--- src/pkg/pao_pkg.sv ---
package pao_pkg;

  // Pin positions on port B
  localparam int PB_CNT0_CLK = 0;
  localparam int PB_CLK_OUT = 1;
  localparam int PB_IRQ2 = 2;
  localparam int PB_CMP0A = 3;
  localparam int PB_SPI_SEL = 4;
  localparam int PB_SPI_SLV_IN = 5;
  localparam int PB_SPI_MST_IN = 6;
  localparam int PB_SPI_CLK = 7;

  // Pin positions on port C
  localparam int PC_TW_CLK = 0;
  localparam int PC_TW_DATA = 1;
  localparam int PC_SCAN_CLK = 2;
  localparam int PC_SCAN_MODE = 3;
  localparam int PC_SCAN_DOUT = 4;
  localparam int PC_SCAN_DIN = 5;
  localparam int PC_XTAL_IN = 6;
  localparam int PC_XTAL_OUT = 7;

  localparam int PORT_W = 8;
  localparam int PIN_CNT = 16;
  localparam int PC_BASE = 8;

  localparam logic [PORT_W-1:0] SYNC_RST = 8'h00;

  // Override signals of one pin
  typedef struct packed {
    logic pullup_override_en;
    logic pullup_override_val;
    logic dir_override_en;
    logic dir_override_val;
    logic outval_override_en;
    logic outval_override_val;
    logic inbuf_override_en;
    logic inbuf_override_val;
  } pao_ovr_s;

  // Pad controls of one port
  typedef struct packed {
    logic [PORT_W-1:0] padOut;
    logic [PORT_W-1:0] padOen_n;
    logic [PORT_W-1:0] pullEn;
    logic [PORT_W-1:0] inbufEn;
  } pao_pad_s;

  // Inputs routed from the pins to peripherals
  typedef struct packed {
    logic counter0ExtClock;
    logic counter1ExtClock;
    logic extIrq2Pin;
    logic spiSelect;
    logic spiSlaveIn;
    logic spiMasterIn;
    logic spiClockIn;
    logic twClockIn;
    logic twDataIn;
    logic scanClockIn;
    logic scanModeIn;
    logic scanDataIn;
    logic [PIN_CNT-1:0] pinchgSource;
  } pao_periph_s;

  // Analog taps on port C
  typedef struct packed {
    logic xtalPinOut;
    logic xtalPinIn;
    logic scanDataIn;
    logic scanModeIn;
    logic scanClockIn;
  } pao_analog_s;

  // Synchroniser state, index 0..7 port B, 8..15 port C
  typedef struct packed {
    logic [PIN_CNT-1:0] sync1;
    logic [PIN_CNT-1:0] sync2;
    logic [PIN_CNT-1:0] sync3;
    logic [PIN_CNT-1:0] settled;
  } pao_state_s;

endpackage : pao_pkg

--- src/rtl/pao_port_override.sv ---
`timescale 1ns/1ns
// Summary of operation
// RULE1: Asserted override enable selects override value, else normal port register path.
// RULE2: Async timer2 with external clock: C7 pull-up off, input, buffer follows async.
// RULE3: Async timer2: C6 pull-up off, input; buffer on with external clock or async.
// RULE4: Scan enabled: C5 pull-up on, input, buffer on, feeds scan data input.
// RULE5: Scan enabled: C4 pull-up on, drives scan data out only while shifting.
// RULE6: Scan enabled: C3 pull-up on, input, buffer on, feeds scan mode select.
// RULE7: Scan enabled: C2 pull-up on, input, buffer on, feeds scan clock.
// RULE8: Port C pins are pin-change sources 8-15; mask with group 2 forces buffer.
// RULE9: Two-wire enabled: C1 direction value 0, data output, latch-gated pull-up.
// RULE10: Two-wire enabled: C0 direction value 0, clock output, latch-gated pull-up, buffer not overridden.
// RULE11: Port C analog taps: C7, C6, C5, C3 and C2 to oscillator and scan.
// RULE12: Clock-output fuse forces B1 direction and drives it with the I/O clock.
// RULE13: Compare 0A enabled drives B3 value; B0-B3 never override pull-ups.
// RULE14: B0-B3 feed group 1 sources, irq2, counter clocks; irq2 enable forces B2 buffer.
// RULE15: B4-B7 feed SPI select, slave in, master in, clock and pin-change sources.
// RULE16: SPI slave forces select, slave in and clock to input; pull-ups follow latch.
module pao_port_override
  import pao_pkg::*;
(
  // Clock and reset
  input wire logic ref_clk,
  input wire logic reset_n,
  // Port registers
  input wire logic [PORT_W-1:0] latchB,
  input wire logic [PORT_W-1:0] latchC,
  input wire logic [PORT_W-1:0] dirRegB,
  input wire logic [PORT_W-1:0] dirRegC,
  input wire logic global_pull_off,
  input wire logic sleepInputOff,
  // Pads
  input wire logic [PORT_W-1:0] padInB,
  input wire logic [PORT_W-1:0] padInC,
  output pao_pad_s padB,
  output pao_pad_s padC,
  // Timer oscillator and clock output
  input wire logic timer2_async_sel,
  input wire logic ext_osc_clock_sel,
  input wire logic sysclk_out_fuse,
  input wire logic ioClkLevel,
  // Scan port
  input wire logic scan_port_enable,
  input wire logic scan_shift_instr,
  input wire logic scan_shift_datareg,
  input wire logic scanDataOut,
  // Two-wire bus
  input wire logic two_wire_enable,
  input wire logic twDataOut,
  input wire logic twClockOut,
  // Compare output, SPI, interrupts
  input wire logic cmp0a_drive_en,
  input wire logic cmp0a_wave,
  input wire logic spiEnable,
  input wire logic spiMaster,
  input wire logic extIrq2Enable,
  input wire logic pinchg_group1_en,
  input wire logic pinchg_group2_en,
  input wire logic [PIN_CNT-1:0] pinchgMask,
  // Routed inputs
  output pao_periph_s periphIn,
  output pao_analog_s analog_path
);

  pao_state_s state_q;
  pao_state_s state_d;
  pao_ovr_s ovr [PIN_CNT];
  logic [PIN_CNT-1:0] latchAll;
  logic [PIN_CNT-1:0] dirAll;
  logic [PIN_CNT-1:0] pullAll;
  logic [PIN_CNT-1:0] driveAll;
  logic [PIN_CNT-1:0] outAll;
  logic [PIN_CNT-1:0] inbufAll;
  logic [PIN_CNT-1:0] pin_sense_value;
  logic [PIN_CNT-1:0] pcForce;
  logic spiSlave;
  logic scanShift;

  assign latchAll = {latchC, latchB};
  assign dirAll = {dirRegC, dirRegB};
  assign spiSlave = spiEnable & ~spiMaster;
  assign scanShift = scan_shift_instr | scan_shift_datareg;
  assign pcForce[PC_BASE-1:0] = pinchgMask[PC_BASE-1:0] & {PORT_W{pinchg_group1_en}};
  assign pcForce[PIN_CNT-1:PC_BASE] = pinchgMask[PIN_CNT-1:PC_BASE] & {PORT_W{pinchg_group2_en}}; // RULE8

  // Per-pin override table
  always_comb begin
    for (int i = 0; i < PIN_CNT; i++) begin
      ovr[i] = '0;
      ovr[i].inbuf_override_en = pcForce[i];
      ovr[i].inbuf_override_val = 1'b1;
    end
    // Port B low half: pull-ups never overridden
    ovr[PB_CLK_OUT].dir_override_en = sysclk_out_fuse; // RULE12
    ovr[PB_CLK_OUT].dir_override_val = sysclk_out_fuse;
    ovr[PB_CLK_OUT].outval_override_en = sysclk_out_fuse;
    ovr[PB_CLK_OUT].outval_override_val = ioClkLevel;
    ovr[PB_IRQ2].inbuf_override_en = extIrq2Enable | pcForce[PB_IRQ2]; // RULE14
    ovr[PB_CMP0A].outval_override_en = cmp0a_drive_en; // RULE13
    ovr[PB_CMP0A].outval_override_val = cmp0a_wave;
    // SPI inputs: master input pin is forced only in master mode
    for (int i = PB_SPI_SEL; i <= PB_SPI_CLK; i++) begin
      ovr[i].dir_override_en = (i == PB_SPI_MST_IN) ? (spiEnable & spiMaster) : spiSlave; // RULE16
      ovr[i].pullup_override_en = ovr[i].dir_override_en;
      ovr[i].pullup_override_val = latchAll[i] & ~global_pull_off;
    end
    // Timer oscillator pins
    ovr[PC_BASE+PC_XTAL_OUT].pullup_override_en = timer2_async_sel & ext_osc_clock_sel; // RULE2
    ovr[PC_BASE+PC_XTAL_OUT].dir_override_en = timer2_async_sel & ext_osc_clock_sel;
    ovr[PC_BASE+PC_XTAL_OUT].inbuf_override_en = (timer2_async_sel & ext_osc_clock_sel) | pcForce[PC_BASE+PC_XTAL_OUT];
    ovr[PC_BASE+PC_XTAL_OUT].inbuf_override_val = timer2_async_sel | pcForce[PC_BASE+PC_XTAL_OUT];
    ovr[PC_BASE+PC_XTAL_IN].pullup_override_en = timer2_async_sel; // RULE3
    ovr[PC_BASE+PC_XTAL_IN].dir_override_en = timer2_async_sel;
    ovr[PC_BASE+PC_XTAL_IN].inbuf_override_en = timer2_async_sel | pcForce[PC_BASE+PC_XTAL_IN];
    ovr[PC_BASE+PC_XTAL_IN].inbuf_override_val = ext_osc_clock_sel | timer2_async_sel | pcForce[PC_BASE+PC_XTAL_IN];
    // Scan pins: pulled up, buffer held on, inputs except C4 while shifting
    for (int i = PC_BASE + PC_SCAN_CLK; i <= PC_BASE + PC_SCAN_DIN; i++) begin
      ovr[i].pullup_override_en = scan_port_enable; // RULE4 RULE6 RULE7
      ovr[i].pullup_override_val = 1'b1;
      ovr[i].dir_override_en = scan_port_enable;
      ovr[i].inbuf_override_en = scan_port_enable | pcForce[i];
      ovr[i].inbuf_override_val = scan_port_enable | pcForce[i];
    end
    ovr[PC_BASE+PC_SCAN_DOUT].dir_override_val = scanShift; // RULE5
    ovr[PC_BASE+PC_SCAN_DOUT].outval_override_en = scan_port_enable;
    ovr[PC_BASE+PC_SCAN_DOUT].outval_override_val = scanDataOut;
    // Two-wire pins: direction value 0, the bus drives low through the value path
    ovr[PC_BASE+PC_TW_DATA].pullup_override_en = two_wire_enable; // RULE9
    ovr[PC_BASE+PC_TW_DATA].pullup_override_val = latchAll[PC_BASE+PC_TW_DATA] & ~global_pull_off;
    ovr[PC_BASE+PC_TW_DATA].dir_override_en = two_wire_enable;
    ovr[PC_BASE+PC_TW_DATA].outval_override_en = two_wire_enable;
    ovr[PC_BASE+PC_TW_DATA].outval_override_val = twDataOut;
    ovr[PC_BASE+PC_TW_CLK].pullup_override_en = two_wire_enable; // RULE10
    ovr[PC_BASE+PC_TW_CLK].pullup_override_val = latchAll[PC_BASE+PC_TW_CLK] & ~global_pull_off;
    ovr[PC_BASE+PC_TW_CLK].dir_override_en = two_wire_enable;
    ovr[PC_BASE+PC_TW_CLK].outval_override_en = two_wire_enable;
    ovr[PC_BASE+PC_TW_CLK].outval_override_val = twClockOut;
  end

  // Override versus normal port path, one pin per iteration
  for (genvar g = 0; g < PIN_CNT; g++) begin : gPin
    assign driveAll[g] = ovr[g].dir_override_en ? ovr[g].dir_override_val : dirAll[g]; // RULE1
    assign outAll[g] = ovr[g].outval_override_en ? ovr[g].outval_override_val : latchAll[g];
    assign pullAll[g] = ovr[g].pullup_override_en ? ovr[g].pullup_override_val
                                                  : (latchAll[g] & ~dirAll[g] & ~global_pull_off);
    assign inbufAll[g] = ovr[g].inbuf_override_en ? ovr[g].inbuf_override_val : ~sleepInputOff;
  end

  assign padB = '{padOut: outAll[PC_BASE-1:0], padOen_n: ~driveAll[PC_BASE-1:0],
                  pullEn: pullAll[PC_BASE-1:0], inbufEn: inbufAll[PC_BASE-1:0]};
  assign padC = '{padOut: outAll[PIN_CNT-1:PC_BASE], padOen_n: ~driveAll[PIN_CNT-1:PC_BASE],
                  pullEn: pullAll[PIN_CNT-1:PC_BASE], inbufEn: inbufAll[PIN_CNT-1:PC_BASE]};

  // Three-stage pin synchroniser; a level counts once stages two and three agree
  always_comb begin
    state_d = state_q;
    state_d.sync1 = {padInC, padInB};
    state_d.sync2 = state_q.sync1;
    state_d.sync3 = state_q.sync2;
    for (int i = 0; i < PIN_CNT; i++) begin
      if (state_q.sync2[i] == state_q.sync3[i]) begin
        state_d.settled[i] = state_q.sync3[i];
      end
    end
  end

  always_ff @(posedge ref_clk or negedge reset_n) begin
    if (!reset_n) begin
      state_q <= '{sync1: {SYNC_RST, SYNC_RST}, sync2: {SYNC_RST, SYNC_RST},
                   sync3: {SYNC_RST, SYNC_RST}, settled: {SYNC_RST, SYNC_RST}};
    end else begin
      state_q <= state_d;
    end
  end

  // A disabled buffer reads as low, so a floating pin cannot toggle a peripheral
  assign pin_sense_value = state_q.settled & inbufAll;

  assign periphIn.counter0ExtClock = pin_sense_value[PB_CNT0_CLK]; // RULE14
  assign periphIn.counter1ExtClock = pin_sense_value[PB_CLK_OUT];
  assign periphIn.extIrq2Pin = pin_sense_value[PB_IRQ2];
  assign periphIn.spiSelect = pin_sense_value[PB_SPI_SEL]; // RULE15
  assign periphIn.spiSlaveIn = pin_sense_value[PB_SPI_SLV_IN];
  assign periphIn.spiMasterIn = pin_sense_value[PB_SPI_MST_IN];
  assign periphIn.spiClockIn = pin_sense_value[PB_SPI_CLK];
  assign periphIn.twClockIn = pin_sense_value[PC_BASE+PC_TW_CLK];
  assign periphIn.twDataIn = pin_sense_value[PC_BASE+PC_TW_DATA];
  assign periphIn.scanClockIn = pin_sense_value[PC_BASE+PC_SCAN_CLK]; // RULE7
  assign periphIn.scanModeIn = pin_sense_value[PC_BASE+PC_SCAN_MODE]; // RULE6
  assign periphIn.scanDataIn = pin_sense_value[PC_BASE+PC_SCAN_DIN]; // RULE4
  assign periphIn.pinchgSource = pin_sense_value; // RULE8

  // Analog taps bypass the synchroniser; they are wires in the real pad
  assign analog_path.xtalPinOut = padInC[PC_XTAL_OUT]; // RULE11
  assign analog_path.xtalPinIn = padInC[PC_XTAL_IN];
  assign analog_path.scanDataIn = padInC[PC_SCAN_DIN];
  assign analog_path.scanModeIn = padInC[PC_SCAN_MODE];
  assign analog_path.scanClockIn = padInC[PC_SCAN_CLK];
endmodule : pao_port_override

--- config.mk ---
export PLATFORM = sky130hd
export DESIGN_NAME = pao_port_override
export DESIGN_NICKNAME = d
export VERILOG_FILES = /design/src/pkg/pao_pkg.sv /design/src/rtl/pao_port_override.sv
export SDC_FILE = /design/constraint.sdc
export NUM_CORES = 1
export LEC_CHECK = 0
export BUFFER_PORTS_ARGS = -buffer_cell sky130_fd_sc_hd__buf_2
export CAP_MARGIN = 20
export CORE_UTILIZATION = 41
export DETAILED_ROUTE_END_ITERATION = 6
export GPL_ROUTABILITY_DRIVEN = 0
export HOLD_SLACK_MARGIN = 0.06
export PLACE_DENSITY_LB_ADDON = 0.15
export RECOVER_POWER = 25
export SYNTH_ARGS = -nofsm -noshare
export SYNTH_HDL_FRONTEND = slang
export SYNTH_SLANG_ARGS = --single-unit
export TNS_END_PERCENT = 10
--- constraint.sdc ---
create_clock -name ref_clk -period 1.06 [get_ports ref_clk]
set_clock_uncertainty 0.1 [all_clocks]
set_input_delay 0.159 -clock ref_clk [delete_from_list [all_inputs] [get_ports ref_clk]]
set_output_delay 0.159 -clock ref_clk [all_outputs]
set_load 0.01 [all_outputs]
==> impl_metrics.sql <==
INSERT INTO impl_metrics (metric_group, metric, value, unit) VALUES
('outcome', 'status', 'finished with violations', ''),
('outcome', 'violations', 'negative setup slack', ''),
('worst_setup_path', 'reg2reg_from', 'state_q[9]', ''),
('timing', 'rsz0062_at_grt', 'true', ''),
('place', 'place.port_buffers', '182', ''),
('synth', 'share_of_flip_flops_with_an_asynchronous_set_or_reset_after_synthesis', '1.00', ''),
('synth', 'synth_enable_flop_cells', '0', ''),
('global_route', 'antenna_found_initial', '0', ''),
('timing', 'relSlewSlack', '0.777', ''),
('routing', 'post_drt_wl_per_cell', '12.8', 'um'),
('worst_setup_path', 'startpoint_type', 'flip-flop', ''),
('routing', 'drt_iter0_drc', '58', ''),
('pwr', 'irDropWorstVdd', '1.07', 'mV'),
('layout', 'final_area', '0.00397', 'mm2'),
('timing', 'max_slew_vio_count', '0', ''),
('clock_network', 'cts.sinks', '64', ''),
('layout', 'finish.utilization', '0.658', ''),
('place', 'post_place_instance_area', '0.00345', 'mm2'),
('synth', 'avgSynthCellArea', '11.8', 'um2'),
('worst_hold_path', 'hold_path_class', 'input pin to asynchronous set/reset pin', ''),
('pwr', 'finalPower', '5.97', 'mW'),
('floorplanning', 'initial_utilization', '0.431', ''),
('worst_setup_path', 'end_kind', 'output port', ''),
('timing', 'finalWorstSetupSlack', '-0.229', 'ns'),
('clock_network', 'clk-insertion-delay-late', '0.32', 'ns'),
('synth', 'synth_top_cell_by_area', 'sky130_fd_sc_hd__dfrtp_1', ''),
('global_route', 'global_route.usage.total', '0.186', ''),
('global_route', 'grt_pass1_vias', '1919', ''),
('global_route', 'grt_start_max_net_pins', '33', ''),
('clock_network', 'cts_buffer_depth', '2', ''),
('floorplanning', 'rows', '28', ''),
('routing', 'post-route-drc-count', '0', ''),
('floorplanning', 'coreArea', '0.00603', 'mm2'),
('routing', 'drt_pre_antenna_iters', '4', ''),
('layout', 'flow.area_growth_from_synthesis', '52.9', '%'),
('timing', 'report.final.hold_viol_count', '0', ''),
('routing', 'drt_wirelength', '6230', 'um'),
('clock_network', 'cts_made_buffers', '9', ''),
('pwr', 'pwr_density_cell', '1510', 'mW/mm2'),
('worst_setup_path', 'ff2ff_path_depth', '2', ''),
('routing', 'vias_per_cell', '4.51', ''),
('place', 'dp_hpwl', '4810', 'um'),
('layout', 'final_layout_size_suffix_gt1_frac', '0.557', ''),
('layout', 'antenna-diode-count', '0', ''),
('clock_network', 'htreeDepth', '3', ''),
('clock_network', 'worst_setup_hold_path_clk_slew', '0.07', 'ns'),
('worst_setup_path', 'required', '0.80', 'ns'),
('routing', 'routed-via-count', '2193', ''),
('routing', 'detail-route-antenna-nets', '0', ''),
('synth', 'synth_top_area_frac', '0.617', ''),
('flow_run', 'max-cap-violations', '0', ''),
('worst_setup_path', 'crit_arrival', '1.03', 'ns'),
('worst_setup_path', 'reg_to_reg_end', 'state_q[9]', ''),
('clock_network', 'clock_tree.root_cell', 'sky130_fd_sc_hd__clkbuf_8', ''),
('synth', 'yosysUniqueCellTypes', '24', ''),
('floorplanning', 'dieHeight', '81.6', 'um'),
('synth', 'syn-instance-count', '219', ''),
('synth', 'synth.yosys.seq_area_share', '0.617', ''),
('synth', 'synth.top_cells.by_area', 'sky130_fd_sc_hd__dfrtp_1, sky130_fd_sc_hd__buf_4, sky130_fd_sc_hd__maj3_1', ''),
('timing', 'worst_pin_slew', '0.335', 'ns'),
('worst_setup_path', 'path_class', 'flip-flop to output port', ''),
('layout', 'layout.nets', '493', ''),
('worst_setup_path', 'cp_max_fo', '2', ''),
('floorplanning', 'die_width', '81.6', 'um'),
('pwr', 'total_leakage_power', '2.08', 'nW'),
('timing', 'clock.fmax', '776', 'MHz'),
('global_route', 'global_route.overflow_total', '0', ''),
('synth', 'synth_warnings', '0', ''),
('timing', 'final.min_clock_period', '1.29', 'ns'),
('worst_setup_path', 'reg2reg_setup_slack', '0.04', 'ns'),
('floorplanning', 'floorplan.die_area', '0.00665', 'mm2'),
('timing', 'post_route_clock_period_utilization', '1.22', ''),
('clock_network', 'cts_tree', 'yes', ''),
('synth', 'total_nets_after_synthesis', '305', ''),
('timing', 'setup_viol', '28', ''),
('synth', 'number_of_flip_flops_and_latches_in_the_synthesized_netlist', '64', ''),
('synth', 'synth_area', '0.00259', 'mm2'),
('synth', 'synthFlopType', 'sky130_fd_sc_hd__dfrtp_1', ''),
('floorplanning', 'ioPinCount', '183', ''),
('global_route', 'grt_pass1_wl', '8910', 'um');
worst max-delay path: stages, from the launching register on:
cell and delay (ns):
sky130_fd_sc_hd__dfrtp_1 0.35, sky130_fd_sc_hd__inv_1 0.05, sky130_fd_sc_hd__a31oi_2 0.15, sky130_fd_sc_hd__buf_2 0.16
routing by layer:
layer / GRT usage / part of all wire
met5: 0 / 0
met4: 0.0804 / 0.014
met3: 0.0456 / 0.071
met2: 0.351 / 0.56
met1: 0.192 / 0.36
sequential cells by signal, indices dropped and copies added (netlist names):
register  flops
state_d      32
state_q      32
area by class of cell:
type	count	area, um2
clock inverters	3	65.1
inverters	8	30.0
multi-input cells	112	795
clock buffers	12	155
flip-flops and latches	64	1600
well taps	75	93.8
repair buffers	212	1230
fillers	503	2060
kinds of logic after synthesis:
group	share of synthesized area
simple gates	0.127
mux	0.0217
buf+inv	0.108
compound gates	0.0636
fa+ha+maj	0.0617
flops	0.617
synthesized netlist by cell type, types with 4 or more instances:
cell / number
sky130_fd_sc_hd__a21oi_1: 4
sky130_fd_sc_hd__dfrtp_1: 64
sky130_fd_sc_hd__maj3_1: 16
sky130_fd_sc_hd__nor3b_1: 5
sky130_fd_sc_hd__nor2_1: 5
sky130_fd_sc_hd__a21boi_0: 9
sky130_fd_sc_hd__nand2_1: 37
sky130_fd_sc_hd__buf_4: 28
sky130_fd_sc_hd__buf_2: 6
sky130_fd_sc_hd__a21boi_1: 4
sky130_fd_sc_hd__nand2b_1: 11
sky130_fd_sc_hd__inv_1: 8
sky130_fd_sc_hd__mux2_2: 4
where the power goes:
part           switching [mW]  internal, mW
clock network           0.833          1.44
logic                   0.500         0.535
registers              0.0704          2.60
cells in the final DEF, fill, tap and decap left out, types with 2 or more instances in the layout:
master                          instances
sky130_fd_sc_hd__buf_2                170
sky130_fd_sc_hd__clkbuf_1               8
sky130_fd_sc_hd__a21boi_2              13
sky130_fd_sc_hd__a21o_1                 3
sky130_fd_sc_hd__a21oi_1                3
sky130_fd_sc_hd__and3b_1                2
sky130_fd_sc_hd__buf_6                  4
sky130_fd_sc_hd__dlygate4sd3_1         17
sky130_fd_sc_hd__mux2_2                 4
sky130_fd_sc_hd__maj3_1                13
sky130_fd_sc_hd__inv_1                  8
sky130_fd_sc_hd__maj3_2                 3
sky130_fd_sc_hd__nor2_1                 5
sky130_fd_sc_hd__nand3_1                3
sky130_fd_sc_hd__dfrtp_1               64
sky130_fd_sc_hd__nand2b_1              10
sky130_fd_sc_hd__buf_4                 10
sky130_fd_sc_hd__a31oi_1                2
sky130_fd_sc_hd__nand2_1               37
sky130_fd_sc_hd__clkbuf_8              11
sky130_fd_sc_hd__buf_12                 2
sky130_fd_sc_hd__bufinv_16              2
sky130_fd_sc_hd__nor3b_1                4
through the flow:
step | worst slack, ns | instances | hold WS (ns) | setup TNS, ns
6_report | -0.229 | 486 | 0.180 | -5.47
5_1_grt | -0.302 | 486 | 0.190 | -7.12
4_1_cts | -0.242 | 485 | 0.151 | -6.00
3_5_place_dp | -0.103 | 451 | -0.0379 | -1.03
3_3_place_gp | -0.0779 | 451 | -0.0367 | -0.868
2_1_floorplan | -0.0342 | 219 | -0.237 | -0.191
how the worst max path moves through the flow:
stage,cells after the start,endpoint,slack (ns),from
after floorplan,4,periphIn[16],-0.03,sleepInputOff
after global placement,5,periphIn[17],-0.08,sleepInputOff
after detailed placement,5,periphIn[10],-0.10,sleepInputOff
after CTS,3,periphIn[2],-0.24,state_q[2]
after global routing,3,periphIn[25],-0.30,state_q[2]
final,3,periphIn[2],-0.23,state_q[2]
repair_timing:
| item | CTS | global route |
|---|---|---|
| buffers inserted | 2 | 1 |
| resized for setup | 18 | 15 |
| endpoints found under the hold margin | 80 | 0 |
| hold buffers | 17 | 0 |
| setup endpoints to repair | 35 | 40 |
| pin swaps | 0 | 0 |
Power figures use the tool's default switching activity.
